$ cat src/epaper_cmd_map.vh
// command codes, field defaults and table lengths of the e-paper command decoder
// Overview of operation
// [RULE_01] data phase is host write or device read
// [RULE_02] latch only valid bits of each parameter
// [RULE_03] after 10h store pixel bytes until next command
// [RULE_04] 20h common table, 44 parameter bytes
// [RULE_05] 21h white-white table, 42 parameter bytes
// [RULE_06] 22h bytes go to black-white table
// [RULE_07] 23h bytes go to white-black table
// [RULE_08] 24h bytes go to black-black table
// [RULE_09] 42h three bytes forwarded to sensor
// [RULE_10] 43h returns sensor high then low
// [RULE_11] select low is command, high is data
// [RULE_12] host waits while busy output is low
// [RULE_13] transfers accepted only with chip select low
// [RULE_14] framing select low 8-bit, high 9-bit
// [RULE_15] count parameters, ignore bytes beyond list
// [RULE_16] reset restores defaults, awaits new command
`ifndef EPAPER_CMD_MAP_VH
`define EPAPER_CMD_MAP_VH
// ----------------------------------------------------------------
// command codes
// ----------------------------------------------------------------
`define CMD_PANEL_SETUP     8'h00
`define CMD_SUPPLY_SETUP    8'h01
`define CMD_SUPPLY_OFF      8'h02
`define CMD_OFF_SEQUENCE    8'h03
`define CMD_SUPPLY_ON       8'h04
`define CMD_BOOSTER         8'h06
`define CMD_DEEP_SLEEP      8'h07
`define CMD_MONO_PIXEL      8'h10
`define CMD_DATA_STOP       8'h11
`define CMD_REDRAW          8'h12
`define CMD_RED_PIXEL       8'h13
`define CMD_COMMON_TABLE    8'h20
`define CMD_BB_TABLE        8'h24
`define CMD_OSC_CTRL        8'h30
`define CMD_SENSOR_CAL      8'h40
`define CMD_SENSOR_SEL      8'h41
`define CMD_SENSOR_WRITE    8'h42
`define CMD_SENSOR_READ     8'h43
`define CMD_NONE            8'hFF
`define SLEEP_CHECK         8'hA5
// ----------------------------------------------------------------
// table lengths (parameter bytes, command byte excluded)
// ----------------------------------------------------------------
`define COMMON_TABLE_LEN    6'h2C
`define PIXEL_TABLE_LEN     6'h2A
`define IDX_MAX             6'h3F
// ----------------------------------------------------------------
// framing and field defaults
// ----------------------------------------------------------------
`define LAST_BIT_4WIRE      4'h7
`define LAST_BIT_3WIRE      4'h8
`define DEF_PANEL           8'h0F
`define DEF_SUPPLY_CTRL     2'h3
`define DEF_SUPPLY_LEVEL    3'h0
`define DEF_VDH             6'h26
`define DEF_VDL             6'h26
`define DEF_VDHR            6'h03
`define DEF_OFF_SEQ         2'h0
`define DEF_BOOST_AB        8'h17
`define DEF_BOOST_C         6'h17
`define DEF_OSC             6'h3C
`define DEF_SENSOR_SEL      5'h00
`endif

$ cat src/epaper_command_decoder.v
// serial command decoder of the e-paper driver with its pixel FIFO
`timescale 1ns/1ns
`include "epaper_cmd_map.vh"

// ----------------------------------------------------------------
// pixel FIFO
// ----------------------------------------------------------------
module pixel_fifo #(
	parameter WIDTH = 9,
	parameter DEPTH = 16,
	parameter AW    = 4
) (
	input  wire             clk,
	input  wire             rst,
	input  wire             in_valid,
	output wire             in_ready,
	input  wire [WIDTH-1:0] in_data,
	output wire             out_valid,
	input  wire             out_ready,
	output wire [WIDTH-1:0] out_data
);
	reg [WIDTH-1:0] mem [0:DEPTH-1];
	reg [AW-1:0]    wr_reg;
	reg [AW-1:0]    rd_reg;
	reg [AW:0]      count_reg;
	wire push = in_valid & in_ready;
	wire pop  = out_valid & out_ready;
	assign in_ready  = (count_reg != DEPTH[AW:0]);
	assign out_valid = (count_reg != {(AW+1){1'b0}});
	assign out_data  = mem[rd_reg];
	always @(posedge clk) begin
		if (push)
			mem[wr_reg] <= in_data;
	end
	always @(posedge clk or posedge rst) begin
		if (rst) begin
			wr_reg    <= {AW{1'b0}};
			rd_reg    <= {AW{1'b0}};
			count_reg <= {(AW+1){1'b0}};
		end else begin
			if (push)
				wr_reg <= (wr_reg == DEPTH[AW-1:0] - 1'b1) ? {AW{1'b0}} : wr_reg + 1'b1;
			if (pop)
				rd_reg <= (rd_reg == DEPTH[AW-1:0] - 1'b1) ? {AW{1'b0}} : rd_reg + 1'b1;
			if (push & ~pop)
				count_reg <= count_reg + 1'b1;
			else if (pop & ~push)
				count_reg <= count_reg - 1'b1;
		end
	end
endmodule // pixel_fifo

// ----------------------------------------------------------------
// command decoder
// ----------------------------------------------------------------
module epaper_command_decoder #(
	parameter FIFO_DEPTH = 16,
	parameter FIFO_AW    = 4
) (
	input  wire       clk,
	input  wire       rst,
	input  wire       res_n,
	input  wire       cs_n,
	input  wire       dc,
	input  wire       sclk,
	input  wire       sdin,
	output wire       sdout,
	output wire       sdout_oe,
	input  wire       bus_framing_select,
	output wire       busy_n,
	input  wire       wave_busy,
	output wire       pix_valid,
	input  wire       pix_ready,
	output wire [7:0] pix_data,
	output wire       pix_red,
	output reg        lut_we,
	output reg  [2:0] lut_sel,
	output reg  [5:0] lut_addr,
	output reg  [7:0] lut_data,
	output reg        sensor_wr_req,
	output reg  [7:0] sensor_attr_byte,
	output reg  [7:0] sensor_wr_high,
	output reg  [7:0] sensor_wr_low,
	output reg        sensor_rd_req,
	input  wire [7:0] sensor_rd_high,
	input  wire [7:0] sensor_rd_low,
	input  wire       sensor_busy,
	output reg  [7:0] panel_setting,
	output reg  [1:0] supply_ctrl,
	output reg  [2:0] supply_level,
	output reg  [5:0] supply_vdh,
	output reg  [5:0] supply_vdl,
	output reg  [5:0] supply_vdhr,
	output reg  [1:0] off_sequence,
	output reg  [7:0] boost_phase_a,
	output reg  [7:0] boost_phase_b,
	output reg  [5:0] boost_phase_c,
	output reg  [5:0] osc_setting,
	output reg  [4:0] sensor_select,
	output reg        supply_on,
	output reg        deep_sleep,
	output reg        redraw_pulse
);
	// ----------------------------------------------------------------
	// pin synchronisers
	// ----------------------------------------------------------------
	reg [2:0] sclk_s;
	reg [1:0] din_s;
	reg [1:0] cs_s;
	reg [1:0] dc_s;
	reg [1:0] bs_s;
	reg [1:0] res_s;
	always @(posedge clk or posedge rst) begin
		if (rst) begin
			sclk_s <= 3'h0;
			din_s  <= 2'h0;
			cs_s   <= 2'h3;
			dc_s   <= 2'h0;
			bs_s   <= 2'h0;
			res_s  <= 2'h3;
		end else begin
			sclk_s <= {sclk_s[1:0], sclk};
			din_s  <= {din_s[0], sdin};
			cs_s   <= {cs_s[0], cs_n};
			dc_s   <= {dc_s[0], dc};
			bs_s   <= {bs_s[0], bus_framing_select};
			res_s  <= {res_s[0], res_n};
		end
	end
	wire       rise   = sclk_s[1] & ~sclk_s[2];
	wire       fall   = ~sclk_s[1] & sclk_s[2];
	wire       active = ~cs_s[1]; // RULE_13
	wire       three  = bs_s[1];
	wire [3:0] last   = three ? `LAST_BIT_3WIRE : `LAST_BIT_4WIRE; // RULE_14

	// ----------------------------------------------------------------
	// serial receive and transmit
	// ----------------------------------------------------------------
	reg  [3:0] bit_cnt;
	reg  [6:0] shift;
	reg        dc_bit;
	reg  [7:0] tx;
	reg  [7:0] cmd_reg;
	reg  [5:0] idx;
	reg        data_flag;
	reg  [7:0] rd_byte;
	always @(posedge clk or posedge rst) begin
		if (rst) begin
			bit_cnt <= 4'h0;
			shift   <= 7'h00;
			dc_bit  <= 1'b0;
		end else if (!active || !res_s[1]) begin
			bit_cnt <= 4'h0; // RULE_16
		end else if (rise) begin
			if (three && bit_cnt == 4'h0)
				dc_bit <= din_s[1]; // RULE_14
			else
				shift <= {shift[5:0], din_s[1]};
			bit_cnt <= (bit_cnt == last) ? 4'h0 : bit_cnt + 4'h1;
		end
	end
	wire       byte_done = active & rise & (bit_cnt == last) & ~deep_sleep;
	wire [7:0] rx        = {shift, din_s[1]};
	wire       is_data   = three ? dc_bit : dc_s[1]; // RULE_11
	wire       rd_cmd    = (cmd_reg == `CMD_SENSOR_READ) | (cmd_reg == `CMD_DATA_STOP) |
		(cmd_reg == `CMD_SENSOR_CAL);
	wire       rd_phase  = rd_cmd & (three ? (bit_cnt != 4'h0) & dc_bit : dc_s[1]); // RULE_01

	always @* begin
		case (cmd_reg)
			`CMD_SENSOR_READ: rd_byte = (idx == 6'h00) ? sensor_rd_high : sensor_rd_low; // RULE_10
			`CMD_SENSOR_CAL:  rd_byte = (idx == 6'h00) ? sensor_rd_high : {sensor_rd_low[7:5], 5'h00};
			`CMD_DATA_STOP:   rd_byte = {data_flag, 7'h00};
			default:          rd_byte = 8'h00;
		endcase
	end
	always @(posedge clk or posedge rst) begin
		if (rst)
			tx <= 8'h00;
		else if (bit_cnt == 4'h0 && !rise)
			tx <= rd_byte;
		else if (fall && bit_cnt != 4'h0 && !(three && bit_cnt == 4'h1))
			tx <= {tx[6:0], 1'b0};
	end
	assign sdout    = tx[7];
	assign sdout_oe = active & rd_phase & ~deep_sleep; // RULE_01

	// ----------------------------------------------------------------
	// pixel path
	// ----------------------------------------------------------------
	wire fifo_in_ready;
	wire pix_cmd   = (cmd_reg == `CMD_MONO_PIXEL) | (cmd_reg == `CMD_RED_PIXEL);
	wire pix_push  = byte_done & is_data & pix_cmd; // RULE_03
	wire [8:0] fifo_out;
	pixel_fifo #(
		.WIDTH (9),
		.DEPTH (FIFO_DEPTH),
		.AW    (FIFO_AW)
	) u_fifo (
		.clk       (clk),
		.rst       (rst),
		.in_valid  (pix_push),
		.in_ready  (fifo_in_ready),
		.in_data   ({cmd_reg[0], rx}),
		.out_valid (pix_valid),
		.out_ready (pix_ready),
		.out_data  (fifo_out)
	);
	assign pix_red  = fifo_out[8];
	assign pix_data = fifo_out[7:0];
	// host must hold off while this is low
	assign busy_n = ~(wave_busy | sensor_busy | ~fifo_in_ready); // RULE_12

	// ----------------------------------------------------------------
	// command and parameter decode
	// ----------------------------------------------------------------
	task set_defaults;
		begin
			cmd_reg          <= `CMD_NONE;
			idx              <= 6'h00;
			data_flag        <= 1'b0;
			panel_setting    <= `DEF_PANEL;
			supply_ctrl      <= `DEF_SUPPLY_CTRL;
			supply_level     <= `DEF_SUPPLY_LEVEL;
			supply_vdh       <= `DEF_VDH;
			supply_vdl       <= `DEF_VDL;
			supply_vdhr      <= `DEF_VDHR;
			off_sequence     <= `DEF_OFF_SEQ;
			boost_phase_a    <= `DEF_BOOST_AB;
			boost_phase_b    <= `DEF_BOOST_AB;
			boost_phase_c    <= `DEF_BOOST_C;
			osc_setting      <= `DEF_OSC;
			sensor_select    <= `DEF_SENSOR_SEL;
			sensor_attr_byte <= 8'h00;
			sensor_wr_high   <= 8'h00;
			sensor_wr_low    <= 8'h00;
			supply_on        <= 1'b0;
			deep_sleep       <= 1'b0;
		end
	endtask
	wire lut_cmd = (cmd_reg >= `CMD_COMMON_TABLE) & (cmd_reg <= `CMD_BB_TABLE);
	wire [5:0] lut_len = (cmd_reg == `CMD_COMMON_TABLE) ? `COMMON_TABLE_LEN : `PIXEL_TABLE_LEN;
	always @(posedge clk or posedge rst) begin
		if (rst) begin
			set_defaults; // RULE_16
			lut_we        <= 1'b0;
			lut_sel       <= 3'h0;
			lut_addr      <= 6'h00;
			lut_data      <= 8'h00;
			sensor_wr_req <= 1'b0;
			sensor_rd_req <= 1'b0;
			redraw_pulse  <= 1'b0;
		end else begin
			lut_we        <= 1'b0;
			sensor_wr_req <= 1'b0;
			sensor_rd_req <= 1'b0;
			redraw_pulse  <= 1'b0;
			if (!res_s[1]) begin
				set_defaults; // RULE_16
			end else if (byte_done && !is_data) begin
				cmd_reg <= rx; // RULE_11
				idx     <= 6'h00;
				case (rx)
					`CMD_SUPPLY_OFF:  supply_on <= 1'b0;
					`CMD_SUPPLY_ON:   supply_on <= 1'b1;
					`CMD_REDRAW:      redraw_pulse <= 1'b1;
					`CMD_SENSOR_READ: sensor_rd_req <= 1'b1;
					`CMD_SENSOR_CAL:  sensor_rd_req <= 1'b1;
					default:          ;
				endcase
			end else if (byte_done) begin
				if (idx != `IDX_MAX)
					idx <= idx + 6'h01; // RULE_15
				if (pix_push)
					data_flag <= 1'b1;
				else if (cmd_reg == `CMD_DATA_STOP)
					data_flag <= 1'b0;
				if (lut_cmd && idx < lut_len) begin
					lut_we   <= 1'b1; // RULE_04 RULE_05 RULE_06 RULE_07 RULE_08
					lut_sel  <= cmd_reg[2:0];
					lut_addr <= idx;
					lut_data <= rx;
				end
				case (cmd_reg)
					`CMD_PANEL_SETUP:
						if (idx == 6'h00)
							panel_setting <= rx;
					`CMD_SUPPLY_SETUP:
						case (idx) // RULE_02
							6'h00:   supply_ctrl  <= rx[1:0];
							6'h01:   supply_level <= rx[2:0];
							6'h02:   supply_vdh   <= rx[5:0];
							6'h03:   supply_vdl   <= rx[5:0];
							6'h04:   supply_vdhr  <= rx[5:0];
							default: ;
						endcase
					`CMD_OFF_SEQUENCE:
						if (idx == 6'h00)
							off_sequence <= rx[5:4]; // RULE_02
					`CMD_BOOSTER:
						case (idx)
							6'h00:   boost_phase_a <= rx;
							6'h01:   boost_phase_b <= rx;
							6'h02:   boost_phase_c <= rx[5:0]; // RULE_02
							default: ;
						endcase
					`CMD_DEEP_SLEEP:
						if (idx == 6'h00 && rx == `SLEEP_CHECK)
							deep_sleep <= 1'b1;
					`CMD_OSC_CTRL:
						if (idx == 6'h00)
							osc_setting <= rx[5:0];
					`CMD_SENSOR_SEL:
						if (idx == 6'h00)
							sensor_select <= {rx[7], rx[3:0]}; // RULE_02
					`CMD_SENSOR_WRITE:
						case (idx) // RULE_09
							6'h00:   sensor_attr_byte <= rx;
							6'h01:   sensor_wr_high <= rx;
							6'h02: begin
								sensor_wr_low <= rx;
								sensor_wr_req <= 1'b1;
							end
							default: ;
						endcase
					default: ;
				endcase
			end
		end
	end
endmodule // epaper_command_decoder

$ cat config.mk
export PLATFORM = sky130hd
export DESIGN_NAME = epaper_command_decoder
export DESIGN_NICKNAME = d
export VERILOG_FILES = /design/src/epaper_command_decoder.v
export VERILOG_INCLUDE_DIRS = /design/src /design/src/src
export SDC_FILE = /design/constraint.sdc
export NUM_CORES = 1
export LEC_CHECK = 0
export ABC_CLOCK_PERIOD_IN_PS = 6690
export BUFFER_PORTS_ARGS = -buffer_cell sky130_fd_sc_hd__buf_2
export CAP_MARGIN = 20
export CELL_PAD_IN_SITES_DETAIL_PLACEMENT = 1
export CELL_PAD_IN_SITES_GLOBAL_PLACEMENT = 1
export CORE_ASPECT_RATIO = 1.75
export CORE_MARGIN = 5
export CORE_UTILIZATION = 40
export CTS_BUF_LIST = sky130_fd_sc_hd__clkbuf_8
export DETAILED_ROUTE_END_ITERATION = 6
export GPL_TIMING_DRIVEN = 0
export PLACE_DENSITY_LB_ADDON = 0.1
export SYNTH_ARGS = -nofsm -noshare
export SYNTH_HDL_FRONTEND = slang
export SYNTH_HIERARCHICAL = 1
export SYNTH_SLANG_ARGS = --single-unit
export TNS_END_PERCENT = 50
$ cat constraint.sdc
create_clock -name clk -period 6.69 [get_ports clk]
set_input_delay 0.669 -clock clk [delete_from_list [all_inputs] [get_ports clk]]
set_output_delay 0.669 -clock clk [all_outputs]
set_load 0.01 [all_outputs]
==> out/results.ini, run 1 <==
[run_status]
status = completed

[logic_synthesis]
synth_top_cell_by_area = edfxtp_1
synth_cells = 1045
synth-seq-area-share_pct = 61.4
ys.flop_type = edfxtp_1
yosysUniqueCellTypes = 83
synth.area.top_cells = edfxtp_1, dfrtp_1, mux2i_1
synth_warnings = 6
synth_edf_count = 144
syn-num-nets = 1090
syn_area_per_cell_um2 = 13.6
netlist_area_mm2 = 0.0142
ys_async_sr_fraction_pct = 54.7
ys_ff_latch = 318
yosysMostFrequentCell = edfxtp_1
yosysTopAreaCellShare_pct = 30.4
synth_commonest_cells = edfxtp_1, dfrtp_1, mux2i_1

[critical_path]
cp.arrival_ns = 5.84
crit_type = register to register
max_stage_delay_ns = 0.70
required_ns = 7.16
critPathCaptureType = register
worstSetupStartpointType = register
critPathMostFrequentCell = buf_2
crit_family = compound AO/OA/AOI/OAI gates
timing.critical_path.buf_inv = 4
path_cells = buf_2 -> or3b_4 -> o32ai_2 -> clkbuf_1 -> nand2_1 -> nor4_1 -> a21boi_1 -> buf_2 -> ha_1 -> inv_1 -> fa_1 -> a21o_1 -> a2111oi_0 -> a31oi_1 -> a221o_1
crit_slowest_cell = nor4_1
critPathMaxFanout = 10

[sta]
grt_setup_unrepaired = false
relSlewSlack_pct = 29.3
fmax_mhz = 186
tightest_slew_ns = 1.06
period_share_pct = 80.2
hold_slack_ns = 0.0555
hold_viol_final = 0
report.final.slew_viol_count = 0
fin_worst_skew_ns = 0.0248
period_minus_slack_ns = 5.37
finalSetupViolations = 0

[place]
io_buffer_count = 152
dp_hpwl_um = 30000
placed_cell_area_mm2 = 0.0156
gp_congestion = 0.845

[worst_hold_path]
hold_path_class = input pin to async pin

[routing]
drc = 0
drt-initial-drc-count = 349
num_vias = 9369
post_drt_wl_per_cell_um = 23.4
first_pass_iters = 4
drt-total-wl_um = 41100
postRouteAntennaNets = 0
avgViaCountPerCell = 5.34

[finish]
largest_reg_flops = 144
n_fill_cell = 3672
seqCellArea_mm2 = 0.00873
regMostFlops = u_fifo/mem
area_delta_synth_final_pct = 16.6
drive_gt1_share_pct = 26.5
nets = 1293
final_area_mm2 = 0.0166
multi_input_area_mm2 = 0.00510

[clocking]
cts_tree = built
clock_latency_ns = 0.60
post-cts-setup-buffers = 0
h-tree-depth = 2
cts_buffer_depth = 3
clock-sinks = 318
clk_pin_slew_worst_paths_ns = 0.07
cts_root_buf = clkbuf_8
hold_buffers = 0
cts_resized = 0
numCtsBuffers = 47

[floorplan]
die_area_mm2 = 0.0396
fp.coreArea_mm2 = 0.0352
ios = 153
start_util_pct = 40.4
fp.dieW_um = 152
die_h_um = 259
fp-row-count = 91

[global_routing]
grt.overflow.total = 0
grt_max_degree = 123
grt_pass1_wl_um = 63600
grt_usage_pct = 20.8
antenna_found_initial = 1
grt_pass1_vias = 10400

[job]
maxCapViolCount = 0

[power]
leakage_nw = 6.60
vdd_drop_max_mv = 0.144
p_per_area_mw_per_mm2 = 234

power by group:
group | internal (mW) | switching, mW | leakage, nW
clock network | 0.830 | 0.777 | 0.566
registers | 2.08 | 0.0408 | 3.54
logic | 0.0452 | 0.112 | 2.49
stage by stage:
step	setup WS (ns)	power, mW	cells	TNS [ns]	utilization (%)
floorplan	1.74	2.23	1045	0	-
detailed placement	1.30	2.32	1664	0	44.4
CTS	1.26	3.94	1752	0	47.1
global placement	-0.548	2.31	1662	-61.16	44.2
finish	1.32	3.88	1753	0	47.1
global route	1.17	4.04	1753	0	47.1
layer usage:
metal / routed length [um] / vias up / part of all wire, % / GRT usage (%)
met5: 0 / - / 0 / 0
met4: 2260 / 0 / 5.5 / 10.5
met3: 1500 / 95 / 3.6 / 3.70
met2: 22800 / 214 / 56 / 39.8
met1: 14500 / 4761 / 35 / 21.4
li1: - / 4299 / - / -
worst paths after layout:
check,startpoint,to,slack [ns],depth (start not counted)
worst max-delay path,bit_cnt[2],u_fifo/count_reg[4],1.32,15
worst min-delay path,rst,tx[2],0.06,2
worst max register to register,bit_cnt[2],u_fifo/count_reg[4],1.32,15
worst min register to register,dc_s[0],dc_s[1],0.35,0
max in group asynchronous,rst,redraw_pulse,5.68,3
min in group clk,cs_n,cs_s[0],0.18,1
cell families (layout without fill, tap and decap cells):
group	Yosys count	after routing	synth area share [%]
xor+xnor	7	7	0.431
buf+inv	83	325	2.78
mux	176	176	14.5
compound gates	121	121	6.25
fa+ha+maj	18	18	1.64
simple gates	322	322	13.0
flops	318	318	61.4
other cells	0	1	0
final cells by class:
class | instances | share of cell area (%)
Buffer | 72 | 2.14
Clock buffer | 58 | 4.82
Multi-Input combinational cell | 644 | 30.8
Sequential cell | 318 | 52.7
Clock inverter | 30 | 0.996
Timing Repair Buffer | 154 | 4.79
Antenna cell | 1 | 0.0151
Tap cell | 465 | 3.51
Inverter | 11 | 0.294
cells in the final DEF, fill, tap and decap left out, types with 8 or more instances in the layout:
master and instances:
buf_2 160, edfxtp_1 144, dfrtp_1 132, mux2i_1 130, nand2_1 112, clkbuf_8 58
clkbuf_1 49, nor2b_1 43, dfstp_2 42, inv_1 29, o21ai_0 27, nor2_1 26
nand3_1 23, mux2_2 17, ha_1 17, nor3_1 16, nand4_1 16, a221oi_1 13
o211ai_1 11, nor4_1 10, mux2_1 10, a22oi_1 10, mux4_1 10, nand2b_1 8
a21oi_1 8, mux4_2 8
Note: power is estimated with default switching activity, not from simulation.
==> inputs of run 2 (changes only) <==
Settings changed: ABC_AREA set to 1, ABC_CLOCK_PERIOD_IN_PS 6690 to 4890.
Clock period 6.69 ns to 4.89 ns, I/O delays scaled along.
==> out/results.ini, run 2 <==
[critical_path]
critPathMostFrequentCell = nand2_1
crit_type = register to register
crit_family = simple AND/OR/NAND/NOR gates
critPathMaxFanout = 21
required_ns = 5.09
crit_slowest_cell = dfstp_2
path_cells = nand2_1 -> a21oi_1 -> nand3_1 -> inv_1 -> nand2_2 -> inv_2 -> nand2_1 -> nor2_1
timing.critical_path.buf_inv = 2
max_stage_delay_ns = 0.93
worstSetupStartpointType = register
critPathCaptureType = register
cp.arrival_ns = 3.63

[logic_synthesis]
netlist_area_mm2 = 0.0146
synth_warnings = 6
ys.flop_type = edfxtp_1
yosysMostFrequentCell = nand2_1
syn-num-nets = 1630
synth-seq-area-share_pct = 59.7
synth_compound_gate_area_share_pct = 4.31
ys_async_sr_fraction_pct = 54.7
synth_edf_count = 144
synth_fa_ha_area_share_pct = 1.59
synth_cells = 1585
yosysUniqueCellTypes = 42
ys_ff_latch = 318
synth_top_family_by_area = simple AND/OR/NAND/NOR gates
synth_top_cell_by_area = edfxtp_1
yosysTopAreaCellShare_pct = 29.6
synth.area.top_cells = edfxtp_1, dfrtp_1, nand2_1
synth_commonest_cells = nand2_1, inv_1, nand3_1
synth_xor_area_share_pct = 0.659
syn_area_per_cell_um2 = 9.23
synth_simple_gate_area_share_pct = 25.8
synthMuxAreaShare_pct = 0

[global_routing]
grt.overflow.total = 0
antenna_found_initial = 1
grt_max_degree = 123
grt_pass1_wl_um = 71300
grt_usage_pct = 22.6
grt_pass1_vias = 12600

[floorplan]
fp-row-count = 92
fp.coreArea_mm2 = 0.0361
ios = 153
die_area_mm2 = 0.0407
die_h_um = 263
fp.dieW_um = 155
start_util_pct = 40.5

[place]
place_ws_ns = 1.40
gp_congestion = 0.840
dp_hpwl_um = 33500
io_buffer_count = 152

[clocking]
clock_latency_ns = 0.59
h-tree-depth = 2
cts_buffer_depth = 3
cts_tree = built
cts_resized = 0
numCtsBuffers = 48
clk_pin_slew_worst_paths_ns = 0.07
cts_root_buf = clkbuf_8
clock-sinks = 318

[routing]
num_vias = 11400
drt-total-wl_um = 46000
avgViaCountPerCell = 4.94
post_drt_wl_per_cell_um = 19.9
postRouteAntennaNets = 0
first_pass_iters = 5
drt-initial-drc-count = 441
drc = 0

[power]
p_per_area_mw_per_mm2 = 436
total_power_mw = 7.48
vdd_drop_max_mv = 0.229
leakage_nw = 8.58

[finish]
nets = 1840
regMostFlops = u_fifo/mem
mostFrequentLayoutCell = nand2_1
largest_reg_flops = 144
final_cell_mix = nand2_1, inv_1, nand3_1
drive_gt1_share_pct = 21.2
area_delta_synth_final_pct = 17.3

[sta]
period_share_pct = 70.1
grt_setup_unrepaired = false
fmax_mhz = 292
fin_worst_skew_ns = 0.0202
tightest_slew_ns = 1.08
period_minus_slack_ns = 3.43
report.final.slew_viol_count = 0
hold_viol_final = 0
relSlewSlack_pct = 28.0
layout_setup_ws_ns = 1.46
finalSetupViolations = 0
tns_ns = 0

[worst_hold_path]
hold_path_class = input pin to register

[job]
maxCapViolCount = 0

[run_status]
status = completed

-- run 2: cell types whose count changed in the layout (fill, tap and decap cells not counted), moves of 12 or more --
cell,change
nand3_1,+164
nand2_2,+17
nor2b_1,-43
clkbuf_1,-47
inv_2,+12
mux2i_1,-130
inv_1,+190
o21ai_1,+24
buf_2,+19
nand2_1,+434
mux2_2,-17
o21ai_2,+14
nor2_1,+38
a221oi_1,-13
-- run 2: worst paths after layout --
check	start	to	slack, ns	depth (start not counted)
worst max-delay path	cmd_reg[0]	u_fifo/mem[1][3]	1.46	8
worst max register to register	cmd_reg[0]	u_fifo/mem[1][3]	1.46	8
max in group asynchronous	rst	boost_phase_b[3]	3.46	4
worst min-delay path	sensor_rd_low[0]	tx[0]	0.28	5
min in group asynchronous	rst	lut_data[3]	0.44	3
worst min register to register	sclk_s[0]	sclk_s[1]	0.35	0
-- run 2: worst register-to-register path: stages, from the launching register on --
cell and delay (ns):
dfstp_2 0.93, nand2_1 0.19, a21oi_1 0.30, nand3_1 0.23
inv_1 0.13, nand2_2 0.11, inv_2 0.14, nand2_1 0.20
nor2_1 0.81
-- run 2: final cells by class --
class	instances	area (um^2)
fillers	4273	19000
flip-flops and latches	318	8730
multi-input cells	997	4730
repair buffers	160	858
inverters	222	846
clock buffers	60	826
well taps	470	588
plain buffers	48	334
clock inverters	28	249
diodes	1	2.50
-- run 2: metal layers --
| metal | GRT usage, % | part of all wire (%) | up-vias |
|---|---|---|---|
| li1 | - | - | 5474 |
| met1 | 22.5 | 35 | 5598 |
| met2 | 45.7 | 58 | 210 |
| met5 | 0 | 0 | - |
| met4 | 8.15 | 3.5 | 0 |
| met3 | 3.80 | 3.8 | 90 |
-- run 2: metrics by stage --
step	hold slack, ns	instances	utilization, %	area (um^2)
after floorplan	0.331	1585	-	14600
after global placement	0.332	2207	44.2	16000
after detailed placement	0.337	2208	44.3	16000
after CTS	0.231	2303	47.5	17200
after global routing	0.269	2304	47.5	17200
final	0.276	2304	47.5	17200
-- run 2: cells by family after synthesis --
family	count (synthesis)
xor+xnor	11
simple gates	864
fa+ha+maj	18
flops	318
compound gates	104
buf+inv	270
-- run 2: what timing repair did --
action	CTS	global route
endpoints found under the hold margin	56	0
setup buffers	0	0
hold buffers	7	0
-- run 2: where the power goes --
group / internal (mW) / switching, mW
Clock: 1.37 / 1.08
Combinational: 0.592 / 1.29
Sequential: 2.98 / 0.164
Total: 4.95 / 2.53
==> inputs of run 3 (changes only) <==
Settings changed: ABC_CLOCK_PERIOD_IN_PS 4890 to 3300.
Clock period 4.89 ns to 3.3 ns, I/O delays scaled along.
==> out/results.ini, run 3 (synthesis gave the netlist of run 2 again) <==
[run_status]
status = completed

[power]
vdd_drop_max_mv = 0.283
clockPowerShare_pct = 29.8
switching_power_mw = 3.70
leakage_nw = 8.54
p_comb_share_pct = 26.2
p_int_mw = 6.90
switching_share_pct = 34.9
p_per_area_mw_per_mm2 = 620
seqPwrFrac_pct = 44.0

[finish]
n_fill_cell = 4259
area_delta_synth_final_pct = 16.7
drive_gt1_share_pct = 21.0
mostFrequentLayoutCell = nand2_1
fin_cells = 2307
largest_reg_flops = 144
final_cell_mix = nand2_1, inv_1, nand3_1
nets = 1844
regMostFlops = u_fifo/mem
final_area_mm2 = 0.0171

[global_routing]
grt.overflow.total = 0
grt_max_degree = 40
grt_pass1_wl_um = 71600
met3_usage_pct = 3.91
use_met2_pct = 45.5
busiest_layer = met2
antenna_found_initial = 1
grt_pass1_vias = 12700
met1_usage_pct = 22.2
grt_usage_pct = 22.8

[sta]
finalSetupViolations = 0
grt_setup_unrepaired = false
fin_worst_skew_ns = 0.0192
layout_setup_ws_ns = 0.281
period_share_pct = 91.5
tns_ns = 0
fmax_mhz = 331
report.final.slew_viol_count = 0
tightest_slew_ns = 1.10
period_minus_slack_ns = 3.02
hold_viol_final = 0
relSlewSlack_pct = 26.9

[place]
placed_cell_area_mm2 = 0.0161
dpl.cell_count = 2211
dp_hpwl_um = 34000
io_buffer_count = 152
place_ws_ns = -0.135
gp_congestion = 0.830

[clocking]
cts_tree = built
cts_buffer_depth = 3
clock_latency_ns = 0.60
cts_root_buf = clkbuf_8
numCtsBuffers = 48
h-tree-depth = 2
clk_pin_slew_worst_paths_ns = 0.06
clock-sinks = 318

[critical_path]
crit_type = register to register
crit_cells = 8
max_stage_delay_ns = 0.79
crit_slowest_cell = nor2_1
path_cells = nand2_1 -> a21oi_1 -> nand3_1 -> inv_1 -> nand2_2 -> inv_2 -> nand2_1 -> nor2_1
worstRegToRegCells = 8
cp-startpoint = cmd_reg[0]
required_ns = 3.50
critPathMaxFanout = 12
worstSetupStartpointType = register
rr_endpoint = u_fifo/mem[11][5]
timing.critical_path.buf_inv = 2
crit_path_end = u_fifo/mem[11][5]
critPathCaptureType = register
critPathMostFrequentCell = nand2_1
cp.arrival_ns = 3.22
reg2reg_slack_ns = 0.28
crit_family = simple AND/OR/NAND/NOR gates
r2r-start = cmd_reg[0]

[floorplan]
fp.coreArea_mm2 = 0.0361
start_util_pct = 40.5
ios = 153
die_area_mm2 = 0.0407
fp-row-count = 92
fp.dieW_um = 155
die_h_um = 263

[routing]
drt-total-wl_um = 46100
avgViaCountPerCell = 4.96
drt-initial-drc-count = 440
num_vias = 11400
first_pass_iters = 4
post_drt_wl_per_cell_um = 20.0
drc = 0
postRouteAntennaNets = 0

[job]
maxCapViolCount = 0

[worst_hold_path]
hold_path_class = input pin to register

run 3: changes by cell type in the layout (fill, tap and decap cells not counted), sizes merged:
| cell | delta |
|---|---|
| clkbuf | -5 |
| inv | +6 |
| clkinv | +2 |
| buf | +4 |
| bufinv | -4 |
run 3: how the worst min path moves through the flow:
stage | startpoint | to | slack, ns | depth (start not counted)
floorplan | rst | u_fifo/count_reg[0] | 0.21 | 1
global placement | sclk_s[0] | sclk_s[1] | 0.33 | 0
detailed placement | bs_s[0] | bs_s[1] | 0.34 | 0
CTS | sensor_rd_low[0] | tx[0] | 0.06 | 5
global route | sensor_rd_low[0] | tx[0] | 0.08 | 5
finish | sensor_rd_low[0] | tx[0] | 0.08 | 5
run 3: power groups by stage:
stage                     clock, mW  combinational [mW]  sequential [mW]
after detailed placement          0                2.80             4.74
after global placement            0                2.72             4.73
final                          3.16                2.78             4.66
after floorplan                   0                1.69             4.69
after global routing           3.42                3.08             4.69
after CTS                      3.26                2.81             4.67
run 3: through the flow:
step | total power [mW] | hold WS [ns] | util (%)
after CTS | 10.7 | 0.0609 | 47.2
after detailed placement | 7.54 | 0.336 | 44.4
final | 10.6 | 0.0825 | 47.2
after floorplan | 6.38 | 0.207 | -
after global placement | 7.45 | 0.333 | 44.2
after global routing | 11.2 | 0.0814 | 47.2
run 3: timing repair:
item                       4_1_cts  5_1_grt
setup endpoints to repair      107       34
hold endpoints to repair        40        0
buffers inserted                 0        1
gates resized for setup          7        1
hold buffers                     7        0
cloned                           0        0
run 3: layer usage:
layer  vias to the layer above  part of all wire, %
met1                      5617                   34
met3                       102                  4.0
met4                         0                  4.8
li1                       5484                    -
met2                       243                   57
met5                         -                    0
run 3: layout make-up:
type	instances	area (um^2)	area share, %
Inverter	222	842	4.93
Antenna cell	1	2.50	0.0147
Clock buffer	55	757	4.43
Timing Repair Buffer	164	922	5.40
Tap cell	470	588	3.44
Sequential cell	318	8740	51.2
Multi-Input combinational cell	997	4740	27.8
Buffer	48	334	1.96
Clock inverter	32	154	0.901
run 3: tightest hold or removal path, stage by stage:
cell and delay, ns:
buf_2 0.09, nand2_1 0.06, o22ai_1 0.06, nand2_1 0.06, nand2_1 0.04
